## src/logic/cpu_cfg.svh

```systemverilog
`ifndef CPU_CFG_SVH
`define CPU_CFG_SVH
// ==========================================================================
// register map (byte addresses on the control bus)
`define AXI_AW          8
`define CTRL_OFS        8'h00
`define STATUS_OFS      8'h04
`define CTRL_RUN_BIT    0
`define CTRL_RP_LSB     4
`define STAT_PC_LSB     0
`define STAT_CY_BIT     16
`define STAT_CMP_BIT    17
`define STAT_SKIP_BIT   18
`define STAT_ST_LSB     20
`define STAT_SP_LSB     24
// ==========================================================================
// reset values and sizes
`define PC_W            11
`define SP_W            2
`define STACK_DEPTH     4
`define PC_RST          11'h000
`define SP_RST          2'h0
`define RP_RST          3'h0
`define RESP_OKAY       2'h0
`define RESP_SLVERR     2'h2
`endif

```

## src/logic/cpu_pkg.sv

```systemverilog
`include "cpu_cfg.svh"
package cpu_pkg;
  typedef enum logic [4:0] {
    OP_ADD_RM  = 5'h00, OP_SUB_RM  = 5'h01, OP_ADD_WITH_CARRY_OP_RM = 5'h02, OP_SUB_WITH_BORROW_OP_RM = 5'h03,
    OP_AND_RM  = 5'h04, OP_XOR_RM  = 5'h05, OP_OR_RM   = 5'h06, OP_GROUP7  = 5'h07,
    OP_LOAD    = 5'h08, OP_SKE     = 5'h09, OP_SKIP_IF_NOT_EQUAL_OP    = 5'h0B, OP_BRANCH  = 5'h0C,
    OP_ADD_MI  = 5'h10, OP_SUB_MI  = 5'h11, OP_ADD_WITH_CARRY_OP_MI = 5'h12, OP_SUB_WITH_BORROW_OP_MI = 5'h13,
    OP_AND_MI  = 5'h14, OP_XOR_MI  = 5'h15, OP_OR_MI   = 5'h16, OP_STORE   = 5'h18,
    OP_SKIP_IF_GE_OP    = 5'h19, OP_SKIP_IF_LT_OP    = 5'h1B, OP_CALL    = 5'h1C, OP_MOVI    = 5'h1D,
    OP_SKT     = 5'h1E, OP_SKF     = 5'h1F
  } op_e;

  typedef enum logic [2:0] {
    SUB_RET = 3'h0, SUB_RETURN_AND_SKIP_OP = 3'h1, SUB_STOP = 3'h2, SUB_HALT = 3'h3, SUB_NOP = 3'h4
  } sub_e;

  typedef enum logic [2:0] {
    ST_RUN  = 3'b001,
    ST_HALT = 3'b010,
    ST_STOP = 3'b100
  } run_state_e;

  typedef struct packed {
    logic [4:0] op;
    logic [2:0] row;
    logic [3:0] col;
    logic [3:0] arg;
  } instr_s;

  typedef struct packed {
    logic [`AXI_AW-1:0] awaddr;
    logic               awvalid;
    logic [31:0]        wdata;
    logic [3:0]         wstrb;
    logic               wvalid;
    logic               bready;
    logic [`AXI_AW-1:0] araddr;
    logic               arvalid;
    logic               rready;
  } axi_req_s;

  typedef struct packed {
    logic        awready;
    logic        wready;
    logic [1:0]  bresp;
    logic        bvalid;
    logic        arready;
    logic [31:0] rdata;
    logic [1:0]  rresp;
    logic        rvalid;
  } axi_rsp_s;

  typedef struct packed {
    run_state_e                         state;
    logic [`PC_W-1:0]                   pc;
    logic [`SP_W-1:0]                   sp;
    logic [`STACK_DEPTH-1:0][`PC_W-1:0] stack;
    logic                               carry_flag;
    logic                               compare_flag;
    logic                               skip;
    logic [3:0]                         rel_cond;
    logic [3:0]                         sync_a;
    logic [3:0]                         sync_b;
    logic [3:0]                         sync_c;
    logic [3:0]                         rel_level;
    logic                               run_en;
    logic [2:0]                         register_pointer;
    logic                               aw_hold;
    logic                               w_hold;
    logic [`AXI_AW-1:0]                 aw_addr;
    logic [31:0]                        w_data;
    logic [3:0]                         w_strb;
    axi_rsp_s                           rsp;
  } core_s;
endpackage : cpu_pkg

```

## src/logic/cpu_core.sv

```systemverilog
`include "cpu_cfg.svh"
module cpu_core (
  input  wire logic                sys_clk_i,
  input  wire logic                rst_b_i,
  input  wire logic [15:0]         imem_data_i,
  input  wire logic [3:0]          release_i,
  input  wire cpu_pkg::axi_req_s   axi_req_i,
  output logic [`PC_W-1:0]         imem_addr_o,
  output cpu_pkg::axi_rsp_s        axi_rsp_o
);
  import cpu_pkg::*;

  core_s       s;
  core_s       n;
  logic [3:0]  dmem [0:127];
  instr_s      ins;
  logic [6:0]  m_addr;
  logic [6:0]  r_addr;
  logic [3:0]  m_val;
  logic [3:0]  r_val;
  logic [4:0]  sum5;
  logic [4:0]  dif5;
  logic [4:0]  cmp5;
  logic [`PC_W-1:0] pc_inc;
  logic [`PC_W-1:0] target;
  logic [`SP_W-1:0] sp_dec;
  logic        exec;
  logic        mem_we;
  logic [6:0]  mem_wa;
  logic [3:0]  mem_wd;

  // ==========================================================================
  // decoding helpers
  function automatic logic carry_in_used(input logic [4:0] op);
    carry_in_used = (op[3:0] == 4'h2) || (op[3:0] == 4'h3);
  endfunction : carry_in_used

  function automatic logic [31:0] status_word(input core_s c);
    status_word = 32'h0000_0000;
    status_word[`STAT_PC_LSB +: `PC_W] = c.pc;
    status_word[`STAT_CY_BIT]          = c.carry_flag;
    status_word[`STAT_CMP_BIT]         = c.compare_flag;
    status_word[`STAT_SKIP_BIT]        = c.skip;
    status_word[`STAT_ST_LSB +: 3]     = c.state;
    status_word[`STAT_SP_LSB +: `SP_W] = c.sp;
  endfunction : status_word

  assign ins    = instr_s'(imem_data_i);
  assign m_addr = {ins.row, ins.col};
  assign r_addr = {s.register_pointer, ins.arg};
  assign m_val  = dmem[m_addr];
  assign r_val  = dmem[r_addr];
  assign pc_inc = s.pc + `PC_W'(1);
  assign target = {ins.row, ins.col, ins.arg};
  assign sp_dec = s.sp - `SP_W'(1);
  assign exec   = (s.state == ST_RUN) && s.run_en && !s.skip;

  // ==========================================================================
  // next-state logic
  always_comb begin
    logic [3:0] opa;
    logic [3:0] opb;
    logic       cin;
    opa    = ins.op[4] ? m_val : r_val;
    opb    = ins.op[4] ? ins.arg : m_val;
    cin    = carry_in_used(ins.op) ? s.carry_flag : 1'b0;
    sum5   = {1'b0, opa} + {1'b0, opb} + {4'h0, cin};
    dif5   = {1'b0, opa} - {1'b0, opb} - {4'h0, cin};
    cmp5   = {1'b0, m_val} - {1'b0, ins.arg};
    n      = s;
    mem_we = 1'b0;
    mem_wa = ins.op[4] ? m_addr : r_addr;
    mem_wd = 4'h0;

    // release pins: first stage feeds only the second
    n.sync_a = release_i;
    n.sync_b = s.sync_a;
    n.sync_c = s.sync_b;
    if (s.sync_b == s.sync_c) begin
      n.rel_level = s.sync_c;
    end

    case (s.state)
      ST_HALT, ST_STOP: begin
        // both modes resume at the word after the halting one
        if ((s.rel_level & s.rel_cond) != 4'h0) begin
          n.state = ST_RUN;
        end
      end
      ST_RUN: begin
        if (s.run_en) begin
          n.pc   = pc_inc;
          n.skip = 1'b0;
          if (!s.skip) begin
            case (ins.op)
              OP_ADD_RM, OP_ADD_WITH_CARRY_OP_RM, OP_ADD_MI, OP_ADD_WITH_CARRY_OP_MI: begin
                mem_we       = 1'b1;
                mem_wd       = sum5[3:0];
                n.carry_flag = sum5[4];
              end
              OP_SUB_RM, OP_SUB_WITH_BORROW_OP_RM, OP_SUB_MI, OP_SUB_WITH_BORROW_OP_MI: begin
                mem_we       = 1'b1;
                mem_wd       = dif5[3:0];
                n.carry_flag = dif5[4];
              end
              OP_AND_RM, OP_AND_MI: begin
                mem_we = 1'b1;
                mem_wd = opa & opb;
              end
              OP_OR_RM, OP_OR_MI: begin
                mem_we = 1'b1;
                mem_wd = opa | opb;
              end
              OP_XOR_RM, OP_XOR_MI: begin
                mem_we = 1'b1;
                mem_wd = opa ^ opb;
              end
              OP_LOAD: begin
                mem_we = 1'b1;
                mem_wa = r_addr;
                mem_wd = m_val;
              end
              OP_STORE: begin
                mem_we = 1'b1;
                mem_wa = m_addr;
                mem_wd = r_val;
              end
              OP_MOVI: begin
                mem_we = 1'b1;
                mem_wa = m_addr;
                mem_wd = ins.arg;
              end
              OP_SKE:  n.skip = (cmp5[3:0] == 4'h0);
              OP_SKIP_IF_GE_OP: n.skip = !cmp5[4];
              OP_SKIP_IF_LT_OP: n.skip = cmp5[4];
              OP_SKIP_IF_NOT_EQUAL_OP: n.skip = (cmp5[3:0] != 4'h0);
              OP_SKT: begin
                n.compare_flag = 1'b0;
                n.skip         = ((m_val & ins.arg) == ins.arg);
              end
              OP_SKF: begin
                n.compare_flag = 1'b0;
                n.skip         = ((m_val & ins.arg) == 4'h0);
              end
              OP_BRANCH: n.pc = target;
              OP_CALL: begin
                n.sp            = sp_dec;
                n.stack[sp_dec] = pc_inc;
                n.pc            = target;
              end
              OP_GROUP7: begin
                case (ins.row)
                  SUB_RET, SUB_RETURN_AND_SKIP_OP: begin
                    if (ins.col == 4'hE && ins.arg == 4'h0) begin
                      n.pc   = s.stack[s.sp];
                      n.sp   = s.sp + `SP_W'(1);
                      n.skip = (ins.row == SUB_RETURN_AND_SKIP_OP);
                    end else if (ins.row == SUB_RET && ins.col == 4'h7) begin
                      mem_we       = 1'b1;
                      mem_wa       = r_addr;
                      mem_wd       = {s.carry_flag, r_val[3:1]};
                      n.carry_flag = r_val[0];
                    end
                  end
                  SUB_STOP, SUB_HALT: begin
                    if (ins.col == 4'hF) begin
                      n.state    = (ins.row == SUB_HALT) ? ST_HALT : ST_STOP;
                      n.rel_cond = ins.arg;
                    end
                  end
                  default: ;
                endcase
              end
              default: ;
            endcase
          end
        end
      end
      default: n.state = ST_RUN;
    endcase

    // ========================================================================
    // control bus slave: address and data may arrive in either order
    if (axi_req_i.awvalid && s.rsp.awready) begin
      n.aw_hold     = 1'b1;
      n.aw_addr     = axi_req_i.awaddr;
      n.rsp.awready = 1'b0;
    end
    if (axi_req_i.wvalid && s.rsp.wready) begin
      n.w_hold     = 1'b1;
      n.w_data     = axi_req_i.wdata;
      n.w_strb     = axi_req_i.wstrb;
      n.rsp.wready = 1'b0;
    end
    if (s.aw_hold && s.w_hold && !s.rsp.bvalid) begin
      n.aw_hold    = 1'b0;
      n.w_hold     = 1'b0;
      n.rsp.bvalid = 1'b1;
      n.rsp.bresp  = `RESP_OKAY;
      if (s.aw_addr[`AXI_AW-1:2] == `CTRL_OFS >> 2) begin
        if (s.w_strb[0]) begin
          n.run_en           = s.w_data[`CTRL_RUN_BIT];
          n.register_pointer = s.w_data[`CTRL_RP_LSB +: 3];
        end
      end else if (s.aw_addr[`AXI_AW-1:2] != `STATUS_OFS >> 2) begin
        n.rsp.bresp = `RESP_SLVERR;
      end
    end
    if (s.rsp.bvalid && axi_req_i.bready) begin
      n.rsp.bvalid  = 1'b0;
      n.rsp.awready = 1'b1;
      n.rsp.wready  = 1'b1;
    end
    if (axi_req_i.arvalid && s.rsp.arready) begin
      n.rsp.arready = 1'b0;
      n.rsp.rvalid  = 1'b1;
      n.rsp.rresp   = `RESP_OKAY;
      n.rsp.rdata   = 32'h0000_0000;
      if (axi_req_i.araddr[`AXI_AW-1:2] == `CTRL_OFS >> 2) begin
        n.rsp.rdata[`CTRL_RUN_BIT]      = s.run_en;
        n.rsp.rdata[`CTRL_RP_LSB +: 3]  = s.register_pointer;
      end else if (axi_req_i.araddr[`AXI_AW-1:2] == `STATUS_OFS >> 2) begin
        n.rsp.rdata = status_word(s);
      end else begin
        n.rsp.rresp = `RESP_SLVERR;
      end
    end
    if (s.rsp.rvalid && axi_req_i.rready) begin
      n.rsp.rvalid  = 1'b0;
      n.rsp.arready = 1'b1;
    end
  end

  // ==========================================================================
  // state registers
  always_ff @(posedge sys_clk_i) begin
    if (!rst_b_i) begin
      s                  <= '0;
      s.state            <= ST_RUN;
      s.pc               <= `PC_RST;
      s.sp               <= `SP_RST;
      s.register_pointer <= `RP_RST;
      s.rsp.awready      <= 1'b1;
      s.rsp.wready       <= 1'b1;
      s.rsp.arready      <= 1'b1;
    end else begin
      s <= n;
    end
  end

  // data memory holds no reset: software-visible contents survive a reset
  always_ff @(posedge sys_clk_i) begin
    if (rst_b_i && mem_we) begin
      dmem[mem_wa] <= mem_wd;
    end
  end

  assign imem_addr_o = s.pc;
  assign axi_rsp_o   = s.rsp;

  logic [3:0]       m_val_q;
  logic [3:0]       arg_q;
  logic [6:0]       m_addr_q;
  logic [`PC_W-1:0] target_q;
  logic [6:0]       r_addr_q;
  logic [3:0]       r_val_q;
  logic             carry_q;
  always_ff @(posedge sys_clk_i) begin
    m_val_q  <= m_val;
    arg_q    <= ins.arg;
    m_addr_q <= m_addr;
    target_q <= target;
    r_addr_q <= r_addr;
    r_val_q  <= r_val;
    carry_q  <= s.carry_flag;
  end
endmodule : cpu_core

```

## config.mk

```make
export PLATFORM = sky130hd
export DESIGN_NAME = cpu_core
export DESIGN_NICKNAME = d
export VERILOG_FILES = /design/src/logic/cpu_pkg.sv /design/src/logic/cpu_core.sv
export VERILOG_INCLUDE_DIRS = /design/src /design/src/logic
export SDC_FILE = /design/constraint.sdc
export NUM_CORES = 1
export LEC_CHECK = 0
export ABC_CLOCK_PERIOD_IN_PS = 21800
export BUFFER_PORTS_ARGS = -buffer_cell sky130_fd_sc_hd__buf_2
export CORE_ASPECT_RATIO = 1.1
export CORE_UTILIZATION = 55
export CTS_BUF_LIST = sky130_fd_sc_hd__clkbuf_4 sky130_fd_sc_hd__clkbuf_8
export DETAILED_ROUTE_END_ITERATION = 12
export PLACE_DENSITY = 0.72
export SETUP_SLACK_MARGIN = 0.1
export SYNTH_ARGS = -nofsm -noshare
export SYNTH_HDL_FRONTEND = slang
export SYNTH_SLANG_ARGS = --single-unit
```

## constraint.sdc

```tcl
create_clock -name sys_clk_i -period 21.8 [get_ports sys_clk_i]
set_input_delay 4.36 -clock sys_clk_i [delete_from_list [all_inputs] [get_ports sys_clk_i]]
set_output_delay 4.36 -clock sys_clk_i [all_outputs]
set_load 0.01 [all_outputs]
```

==> flow_metrics.env, run 1 <==
export IMPL_drt_total_wl_mm=82.5
export IMPL_drtAntennaViolNets=0
export IMPL_finalSetupViolations=0
export IMPL_remaining_drc_errors=0
export IMPL_io_buffer_count=79
export IMPL_synth_warning_count=0
export IMPL_cts_root_buffer_cell="sky130_fd_sc_hd__clkbuf_8"
export IMPL_finalWorstPathRequiredPeriod_ns=11.26
export IMPL_synth_enable_flop_cells=512
export IMPL_synth_async_reset_ratio_pct=0
export IMPL_holdBufCountCts=0
export IMPL_clock_insertion_delay_worst_skew_ns=0.70
export IMPL_synthesis_area_per_instance_um2=14.9
export IMPL_max_cap_violations=0
export IMPL_launch_point_of_the_critical_path="imem_data_i[4]"
export IMPL_rsz0062_at_grt="no"
export IMPL_setup_slack_ns=10.54
export IMPL_die_area_um2=58300
export IMPL_regToRegStartpoint="r_addr[4]"
export IMPL_number_of_placed_i_o_pins=131
export IMPL_ctsHtreeMaxLevel=3
export IMPL_flow_area_growth_from_synthesis_pct=8.35
export IMPL_sort_of_element_at_the_start_of_the_critical_path="primary input"
export IMPL_yosys_area_top_type="sky130_fd_sc_hd__edfxtp_1"
export IMPL_drt_pre_antenna_iters=5
export IMPL_cts_clk_slew_worst_paths_ns=0.06
export IMPL_cts_buffers_inserted=101
export IMPL_globalplace_congestion=0.907
export IMPL_cts_sinks=636
export IMPL_worst_r2r_endpoint="dmem[65][3]"
export IMPL_clock_fmax_mhz=88.8
export IMPL_cts_repair_timing_setup_buffer_count=0
export IMPL_grt_max_degree=109
export IMPL_final_max_slew_violation_count=0
export IMPL_slew_limit_headroom_pct=10.6
export IMPL_number_of_antenna_violations_at_the_first_check_in_global_routing=2
export IMPL_hold_viol_final=0
export IMPL_ff2ff_path_depth=18
export IMPL_core_um2=56400
export IMPL_postSynth_topFlopCell="sky130_fd_sc_hd__edfxtp_1"
export IMPL_nets=2259
export IMPL_critical_path_arrival_ns=11.50
export IMPL_area_share_of_the_largest_cell_type_after_synthesis_pct=48.7
export IMPL_fp_dieH_um=253
export IMPL_drive_above_1_share_pct=27.2
export IMPL_postSynthCellCount=2118
export IMPL_rrSetupSlack_ns=15.46
export IMPL_die_width_um=230
export IMPL_tritoncts="yes"
export IMPL_timing_final_crit_share_pct=51.6
export IMPL_grt_pass1_wl_mm=124
export IMPL_cts_repair_resize_count=0
export IMPL_critical_path_endpoint="dmem[65][3]"
export IMPL_hold_class="reg2reg"
export IMPL_end_kind="register"
export IMPL_first_global_vias=20096
export IMPL_detailedRoute_firstIterationViolations=2425
export IMPL_wire_length_per_cell_um=27.7
export IMPL_postLayoutCoreUtil_pct=60.6
export IMPL_library_cell_with_the_highest_instance_count_after_synthesis="sky130_fd_sc_hd__edfxtp_1"
export IMPL_viasPerCell=6.67
export IMPL_synth_seq_area_share_pct=56.6
export IMPL_worst_path_max_fanout=104
export IMPL_initial_core_util_pct=56.0
export IMPL_place_ws_ns=9.78
export IMPL_dp_hpwl_mm=53.4
export IMPL_run_status="completed"
export IMPL_global_route_usage_total_pct=29.0
export IMPL_synthesis_area_um2=31500
export IMPL_timing_setup_critical_path_class="in2reg"
export IMPL_ys_top_cells_by_area="sky130_fd_sc_hd__edfxtp_1 (49%), sky130_fd_sc_hd__mux4_2 (21%), sky130_fd_sc_hd__dfxtp_1 (7.9%)"
export IMPL_grt_ovfl_total=0
export IMPL_num_vias=19835
export IMPL_synth_seq_cells=636
export IMPL_crit_required_ns=22.05
export IMPL_floorplan_rows=91
export IMPL_finClkSkew_ns=0.0368
export IMPL_worst_ir_drop_vdd_v=0.0000613
export IMPL_p_per_area_nw_per_um2=73.7
export IMPL_p_leak_nw=12.2
export IMPL_synth_commonest_cells="sky130_fd_sc_hd__edfxtp_1 (512), sky130_fd_sc_hd__mux4_2 (291), sky130_fd_sc_hd__nor2_1 (258)"
export IMPL_setup_tns_final_ns=0
export IMPL_cts_max_path_buffers=3
export IMPL_worst_pin_slew_ns=1.33
export IMPL_yosys_cell_types_count=83
-- layout make-up --
cell class	instances	area, um^2
clock inverters	54	452
well taps	744	931
flip-flops and latches	636	17900
diodes	2	5.00
fillers	4169	22200
repair buffers	114	688
clock buffers	128	1640
multi-input cells	1259	12500
inverters	35	133
-- worst min path at each step --
| stage | start | to | cells past startpoint |
|---|---|---|---|
| after floorplan | n[102] | n[98] | 1 |
| after global placement | n[100] | n[96] | 1 |
| after detailed placement | n[99] | n[95] | 1 |
| after CTS | n[99] | n[95] | 1 |
| after global routing | n[101] | n[97] | 1 |
| final | n[99] | n[95] | 1 |
-- layout by cell type, fill, tap and decap left out, drive strengths merged, types with 6 or more instances in the layout --
cell,n
o221ai,9
mux2,15
a221oi,6
a22oi,51
mux4,291
dfxtp,124
xnor2,14
a31oi,11
edfxtp,512
o31ai,8
nand2b,15
bufinv,8
o21ai,40
inv,35
clkbuf,130
ha,29
conb,16
o22ai,13
and3,9
nand4,6
nor3,16
nor2,258
and2,26
or3,6
xor2,6
o211ai,6
a21oi,59
nand2,103
clkinv,45
nand3,49
a22o,9
mux2i,52
a211oi,40
nor2b,18
buf,112
-- through the flow --
step	instances	total power [W]	cell area (um^2)	hold WS, ns
6_report	2972	0.00252	34200	0.430
3_5_place_dp	2788	0.00148	32100	0.420
2_1_floorplan	2133	0.00144	31600	0.412
5_1_grt	2971	0.00260	34200	0.446
3_3_place_gp	2788	0.00148	32100	0.425
4_1_cts	2970	0.00253	34200	0.433
-- critical path, cell delays in order --
cell	delay (ns)
sky130_fd_sc_hd__clkbuf_8	0.63
sky130_fd_sc_hd__buf_4	0.78
sky130_fd_sc_hd__buf_4	0.62
sky130_fd_sc_hd__mux4_2	0.62
sky130_fd_sc_hd__mux4_2	0.47
sky130_fd_sc_hd__mux2i_1	0.20
sky130_fd_sc_hd__a22oi_1	0.13
sky130_fd_sc_hd__nand3_1	0.23
sky130_fd_sc_hd__nor2_1	0.11
sky130_fd_sc_hd__a21oi_1	0.22
sky130_fd_sc_hd__inv_1	0.14
sky130_fd_sc_hd__fa_1	0.40
sky130_fd_sc_hd__inv_1	0.12
sky130_fd_sc_hd__ha_1	0.18
sky130_fd_sc_hd__nor2_1	0.09
sky130_fd_sc_hd__nand3_1	0.10
sky130_fd_sc_hd__o21ai_0	0.12
sky130_fd_sc_hd__a222oi_1	0.30
sky130_fd_sc_hd__o21ai_0	0.21
sky130_fd_sc_hd__a41o_1	0.25
sky130_fd_sc_hd__o21ai_1	0.21
sky130_fd_sc_hd__nand3_4	0.28
sky130_fd_sc_hd__buf_4	0.49
-- flip-flops by register name, indices dropped and copies added, names as in the netlist, named ones only --
signal	cells
n	8
axi_rsp_o	25
s	33
imem_addr_o	11
r_addr	3
dmem	512
-- logic make-up after synthesis --
group / Yosys count / synth area share (%)
AO/OA/AOI/OAI: 293 / 6.48
XOR/XNOR: 20 / 0.555
adder cells (fa/ha/maj): 33 / 1.40
buffers and inverters: 238 / 4.17
flip-flops: 636 / 56.6
multiplexers: 358 / 23.0
other: 1 / 0.0119
AND/OR/NAND/NOR: 539 / 7.79
-- layer usage --
| layer | wire (um) | GRT usage, % |
|---|---|---|
| met1 | 29900 | 37.0 |
| met5 | 9 | 0 |
| met2 | 39800 | 46.6 |
| met4 | 3820 | 13.9 |
| met3 | 8940 | 7.21 |
-- where the power goes --
| part | total, W | switching (W) | internal [W] |
|---|---|---|---|
| Clock | 0.00106 | 0.000477 | 0.000587 |
| Combinational | 0.000156 | 0.0000971 | 0.0000587 |
| Sequential | 0.00130 | 0.00000236 | 0.00130 |
| Total | 0.00252 | 0.000576 | 0.00194 |
Note: power is estimated with default switching activity, not from simulation.
==> inputs of run 2 (changes only) <==
ABC_CLOCK_PERIOD_IN_PS = 9800   (was 21800)
PLACE_DENSITY = 0.75   (was 0.72)
clock period = 9.8 ns   (was 21.8 ns; I/O delays follow)
==> flow_metrics.env, run 2 (same netlist as run 1, synthesis figures left out) <==
export IMPL_run_status="completed"
export IMPL_share_of_total_power_in_combinational_logic_pct=6.3
export IMPL_most_used_cells_in_the_layout_excluding_fill_and_tap_cells="sky130_fd_sc_hd__edfxtp_1 (512), sky130_fd_sc_hd__mux4_2 (291), sky130_fd_sc_hd__nor2_1 (258), sky130_fd_sc_hd__clkbuf_8 (125), sky130_fd_sc_hd__dfxtp_1 (123)"
export IMPL_wire_length_per_cell_um=27.8
export IMPL_most_common_library_cell_in_the_layout_ignoring_fill_and_taps="sky130_fd_sc_hd__edfxtp_1"
export IMPL_holdBufCountCts=0
export IMPL_dp_hpwl_mm=54.2
export IMPL_cts_sinks=636
export IMPL_detailedRoute_firstIterationViolations=2819
export IMPL_finalSetupViolations=0
export IMPL_end_kind="register"
export IMPL_max_cap_violations=0
export IMPL_die_area_um2=58300
export IMPL_die_width_um=230
export IMPL_setup_tns_final_ns=0
export IMPL_ctsHtreeMaxLevel=3
export IMPL_cts_max_path_buffers=3
export IMPL_timing_critical_path_slowest_stage_cell="sky130_fd_sc_hd__inv_1"
export IMPL_io_buffer_count=79
export IMPL_grt_max_degree=129
export IMPL_stdcell_area_um2=34400
export IMPL_cts_clk_slew_worst_paths_ns=0.06
export IMPL_grt_pass1_wl_mm=125
export IMPL_intPower_w=0.00431
export IMPL_slew_limit_headroom_pct=4.86
export IMPL_first_global_vias=20239
export IMPL_postPlaceCellArea_um2=32200
export IMPL_drive_above_1_share_pct=28.4
export IMPL_cts_root_buffer_cell="sky130_fd_sc_hd__clkbuf_8"
export IMPL_globalplace_congestion=0.953
export IMPL_worst_path_max_fanout=66
export IMPL_finalWorstPathRequiredPeriod_ns=8.25
export IMPL_global_route_usage_total_pct=29.2
export IMPL_worstPathCellList="buf_2 > inv_1 > mux4_2 > mux2i_1 > a22oi_1 > nand3_1 > nor2_1 > a21oi_1 > inv_1 > fa_1 > inv_1 > ha_1 > nor2_1 > nand3_1 > o21ai_0 > a222oi_1 > o21ai_0 > a41o_1 > o21ai_1 > nand3_4 > buf_4"
export IMPL_power_switching_share_pct=22.8
export IMPL_worst_pin_slew_ns=1.41
export IMPL_viasPerCell=6.72
export IMPL_clock_insertion_delay_worst_skew_ns=0.72
export IMPL_crit_buf_inv=5
export IMPL_family_with_the_most_delay_on_the_worst_path="buffers and inverters"
export IMPL_cts_buffers_inserted=103
export IMPL_finClkSkew_ns=0.0436
export IMPL_crit_path_max_incr_delay_ns=0.74
export IMPL_worst_ir_drop_vdd_v=0.000113
export IMPL_remaining_drc_errors=0
export IMPL_place_ws_ns=1.10
export IMPL_timing_final_crit_share_pct=84.2
export IMPL_initial_core_util_pct=56.0
export IMPL_rsz0062_at_grt="no"
export IMPL_number_of_placed_i_o_pins=131
export IMPL_clock_power_share_pct=42.0
export IMPL_drt_total_wl_mm=83.1
export IMPL_tritoncts="yes"
export IMPL_power_share_sequential_pct=51.7
export IMPL_final_max_slew_violation_count=0
export IMPL_sort_of_element_at_the_start_of_the_critical_path="primary input"
export IMPL_grt_ovfl_total=0
export IMPL_hold_class="reg2reg"
export IMPL_drt_pre_antenna_iters=5
export IMPL_crit_required_ns=10.16
export IMPL_timing_setup_critical_path_class="in2reg"
export IMPL_setup_slack_ns=1.55
export IMPL_p_per_area_nw_per_um2=163
export IMPL_nets=2269
export IMPL_switching_power_w=0.00128
export IMPL_clock_fmax_mhz=121
export IMPL_hold_viol_final=0
export IMPL_flow_area_growth_from_synthesis_pct=8.97
export IMPL_num_vias=20054
export IMPL_number_of_antenna_violations_at_the_first_check_in_global_routing=2
export IMPL_critical_path_arrival_ns=8.61
export IMPL_worst_path_most_repeated_cell="sky130_fd_sc_hd__inv_1"
export IMPL_floorplan_rows=91
export IMPL_regMostFlops="dmem"
export IMPL_drtAntennaViolNets=0
export IMPL_cts_repair_resize_count=0
export IMPL_fp_dieH_um=253
export IMPL_core_um2=56400
export IMPL_flip_flop_count_of_the_largest_register_after_layout=512
export IMPL_p_leak_nw=12.4
export IMPL_cts_repair_timing_setup_buffer_count=0
[run 2: changes by cell type in the layout (fill, tap and decap cells not counted), sizes merged]
cell / previous run / this run
buf: 112 / 120
clkinv: 45 / 27
bufinv: 8 / 1
clkinvlp: 1 / 2
clkbuf: 130 / 160
[run 2: worst paths after layout]
kind | startpoint | endpoint | slack [ns] | cells past startpoint
max reg2reg | r_addr[4] | dmem[51][3] | 3.19 | 18
min | n[100] | n[96] | 0.43 | 1
max | imem_data_i[6] | dmem[51][3] | 1.55 | 21
min reg2reg | n[100] | n[96] | 0.43 | 1
[run 2: area by class of cell]
cell class,instances,area [um^2]
inverters,35,133
diodes,2,5.00
clock inverters,30,173
well taps,744,931
multi-input cells,1259,12500
repair buffers,122,845
flip-flops and latches,636,17900
fillers,4126,22000
clock buffers,158,1960
[run 2: metal layers]
layer | routed length (um) | GRT usage [%] | share of wire [%]
met1 | 30100 | 37.9 | 36
met2 | 40300 | 47.2 | 49
met3 | 8770 | 6.22 | 11
met4 | 3790 | 14.0 | 4.6
met5 | 40 | 0 | 0.048
[run 2: metrics by stage]
| step | utilization [%] | hold slack (ns) | power (W) | std cells |
|---|---|---|---|---|
| after floorplan | - | 0.412 | 0.00320 | 2133 |
| after global placement | 57.2 | 0.422 | 0.00329 | 2796 |
| after detailed placement | 57.2 | 0.422 | 0.00329 | 2796 |
| after CTS | 61.0 | 0.438 | 0.00561 | 2984 |
| after global routing | 61.0 | 0.462 | 0.00576 | 2985 |
| final | 61.0 | 0.434 | 0.00559 | 2986 |
[run 2: power by group through the flow]
| stage | Sequential, W | Clock (W) | Combinational (W) |
|---|---|---|---|
| floorplan | 0.00294 | 0 | 0.000260 |
| global route | 0.00289 | 0.00249 | 0.000377 |
| CTS | 0.00289 | 0.00237 | 0.000350 |
| detailed placement | 0.00295 | 0 | 0.000349 |
| finish | 0.00289 | 0.00235 | 0.000354 |
| global placement | 0.00295 | 0 | 0.000342 |
[run 2: worst register-to-register path: cells and delay by family (launching register included)]
family          cells  cell delay (ns)
buf+inv             2             1.09
compound gates      8             1.68
flops               1             0.50
simple gates        6             2.19
fa+ha+maj           2             0.76
==> inputs of run 3 (changes only) <==
ABC_CLOCK_PERIOD_IN_PS = 7660   (was 9800)
PLACE_DENSITY = 0.72   (was 0.75)
clock period = 7.66 ns   (was 9.8 ns; I/O delays follow)
==> flow_metrics.env, run 3 (same netlist as run 1, synthesis figures left out) <==
export IMPL_number_of_placed_i_o_pins=131
export IMPL_drt_pre_antenna_iters=6
export IMPL_initial_core_util_pct=56.0
export IMPL_cts_clk_slew_worst_paths_ns=0.06
export IMPL_core_um2=56400
export IMPL_setup_tns_final_ns=0
export IMPL_worst_path_max_fanout=64
export IMPL_run_status="complete, but fails checks"
export IMPL_cts_repair_resize_count=0
export IMPL_critical_path_arrival_ns=6.74
export IMPL_timing_critical_path_slowest_stage_cell="sky130_fd_sc_hd__mux4_2"
export IMPL_end_kind="register"
export IMPL_grt_ovfl_total=0
export IMPL_dp_hpwl_mm=56.7
export IMPL_clock_insertion_delay_worst_skew_ns=0.74
export IMPL_tritoncts="yes"
export IMPL_die_width_um=230
export IMPL_final_max_slew_violation_count=0
export IMPL_finClkSkew_ns=0.0432
export IMPL_overall_power_consumption_w=0.00709
export IMPL_p_per_area_nw_per_um2=205
export IMPL_cts_root_buffer_cell="sky130_fd_sc_hd__clkbuf_8"
export IMPL_cts_max_path_buffers=3
export IMPL_sort_of_element_at_the_start_of_the_critical_path="primary input"
export IMPL_multi_input_area_um2=12500
export IMPL_most_used_cells_in_the_layout_excluding_fill_and_tap_cells="sky130_fd_sc_hd__edfxtp_1 (512), sky130_fd_sc_hd__mux4_2 (291), sky130_fd_sc_hd__nor2_1 (258), sky130_fd_sc_hd__dfxtp_1 (123), sky130_fd_sc_hd__clkbuf_8 (117)"
export IMPL_postLayoutCoreUtil_pct=61.4
export IMPL_wire_length_per_cell_um=28.2
export IMPL_die_area_um2=58300
export IMPL_min_delay_start="n[99]"
export IMPL_timing_final_crit_share_pct=82.6
export IMPL_drt_total_wl_mm=85.0
export IMPL_worst_hold_path_endpoint="n[95]"
export IMPL_worst_pin_slew_ns=1.46
export IMPL_hold_class="reg2reg"
export IMPL_rsz0062_at_grt="no"
export IMPL_grt_max_degree=129
export IMPL_worst_ir_drop_vdd_v=0.000126
export IMPL_fp_dieH_um=253
export IMPL_rrSetupSlack_ns=2.17
export IMPL_num_vias=20200
export IMPL_p_leak_nw=12.5
export IMPL_worstPathCellList="clkbuf_8 > buf_12 > mux4_2 > mux4_2 > mux2i_1 > a22oi_1 > nand3_1 > nor2_1 > a21oi_1 > inv_1 > fa_1 > inv_1 > ha_1 > nor2_1 > nand3_1 > o21ai_0 > a222oi_1 > o21ai_0 > a41o_1 > o21ai_1 > nand3_4 > buf_12"
export IMPL_area_sequential_um2=17900
export IMPL_holdBufCountCts=0
export IMPL_flow_area_growth_from_synthesis_pct=9.70
export IMPL_slew_limit_headroom_pct=1.89
export IMPL_flip_flop_count_of_the_largest_register_after_layout=512
export IMPL_global_route_usage_total_pct=30.0
export IMPL_drtAntennaViolNets=0
export IMPL_io_buffer_count=79
export IMPL_timing_setup_critical_path_class="in2reg"
export IMPL_detailedRoute_firstIterationViolations=2354
export IMPL_ctsHtreeMaxLevel=3
export IMPL_drive_above_1_share_pct=28.9
export IMPL_cts_sinks=636
export IMPL_most_common_library_cell_in_the_layout_ignoring_fill_and_taps="sky130_fd_sc_hd__edfxtp_1"
export IMPL_finalWorstPathRequiredPeriod_ns=6.33
export IMPL_finalSetupViolations=0
export IMPL_number_of_antenna_violations_at_the_first_check_in_global_routing=1
export IMPL_globalplace_congestion=0.953
export IMPL_cts_repair_timing_setup_buffer_count=0
export IMPL_regToRegStartpoint="r_addr[5]"
export IMPL_crit_buf_inv=5
export IMPL_viasPerCell=6.70
export IMPL_cts_buffers_inserted=102
export IMPL_crit_required_ns=8.07
export IMPL_family_with_the_most_delay_on_the_worst_path="multiplexers"
export IMPL_grt_pass1_wl_mm=128
export IMPL_max_cap_violations=1
export IMPL_hold_viol_final=0
export IMPL_nets=2298
export IMPL_floorplan_rows=91
export IMPL_first_global_vias=20297
export IMPL_timing_hold_worst_path_depth=1
export IMPL_regMostFlops="dmem"
export IMPL_violations="capacitance limit"
export IMPL_remaining_drc_errors=0
export IMPL_crit_path_max_incr_delay_ns=0.53
export IMPL_worst_r2r_endpoint="dmem[83][3]"
export IMPL_layout_filler_cells=4131
export IMPL_ff2ff_path_depth=19
export IMPL_clock_fmax_mhz=158
-- run 3: worst max path at each step --
stage,start,endpoint,slack (ns),depth (start not counted)
finish,imem_data_i[4],dmem[83][3],1.33,22
global route,imem_data_i[4],dmem[83][3],1.02,23
CTS,imem_data_i[4],dmem[80][3],1.42,22
detailed placement,imem_data_i[4],dmem[118][3],0.70,22
global placement,imem_data_i[4],dmem[118][3],0.73,22
floorplan,imem_data_i[4],dmem[0][2],0.16,19
-- run 3: metal layers --
layer / vias to the layer above / track usage (%) / routed length [um]
met3: 211 / 6.58 / 8840
met1: 10261 / 38.2 / 30500
li1: 8525 / - / -
met5: - / 0 / 0
met4: 0 / 13.5 / 3720
met2: 1203 / 49.5 / 42000
-- run 3: area by class of cell --
cell class	count	area share (%)
clock inverters	42	0.655
repair buffers	152	3.35
multi-input cells	1259	36.0
inverters	35	0.383
clock buffers	147	5.27
well taps	744	2.69
flip-flops and latches	636	51.6
diodes	1	0.00723
-- run 3: per-stage QoR --
stage	cell area, um^2	hold slack [ns]	instances	worst slack, ns
after floorplan	31600	0.412	2133	0.165
after global placement	32500	0.426	2826	0.729
after detailed placement	32500	0.422	2826	0.704
after CTS	34600	0.436	3015	1.42
after global routing	34600	0.441	3016	1.02
final	34600	0.432	3016	1.33
-- run 3: power breakdown --
group / switching [W] / internal, W / total, W
logic: 0.000282 / 0.000184 / 0.000467
clock network: 0.00136 / 0.00156 / 0.00293
registers: 0.00000669 / 0.00369 / 0.00370
total: 0.00165 / 0.00544 / 0.00709
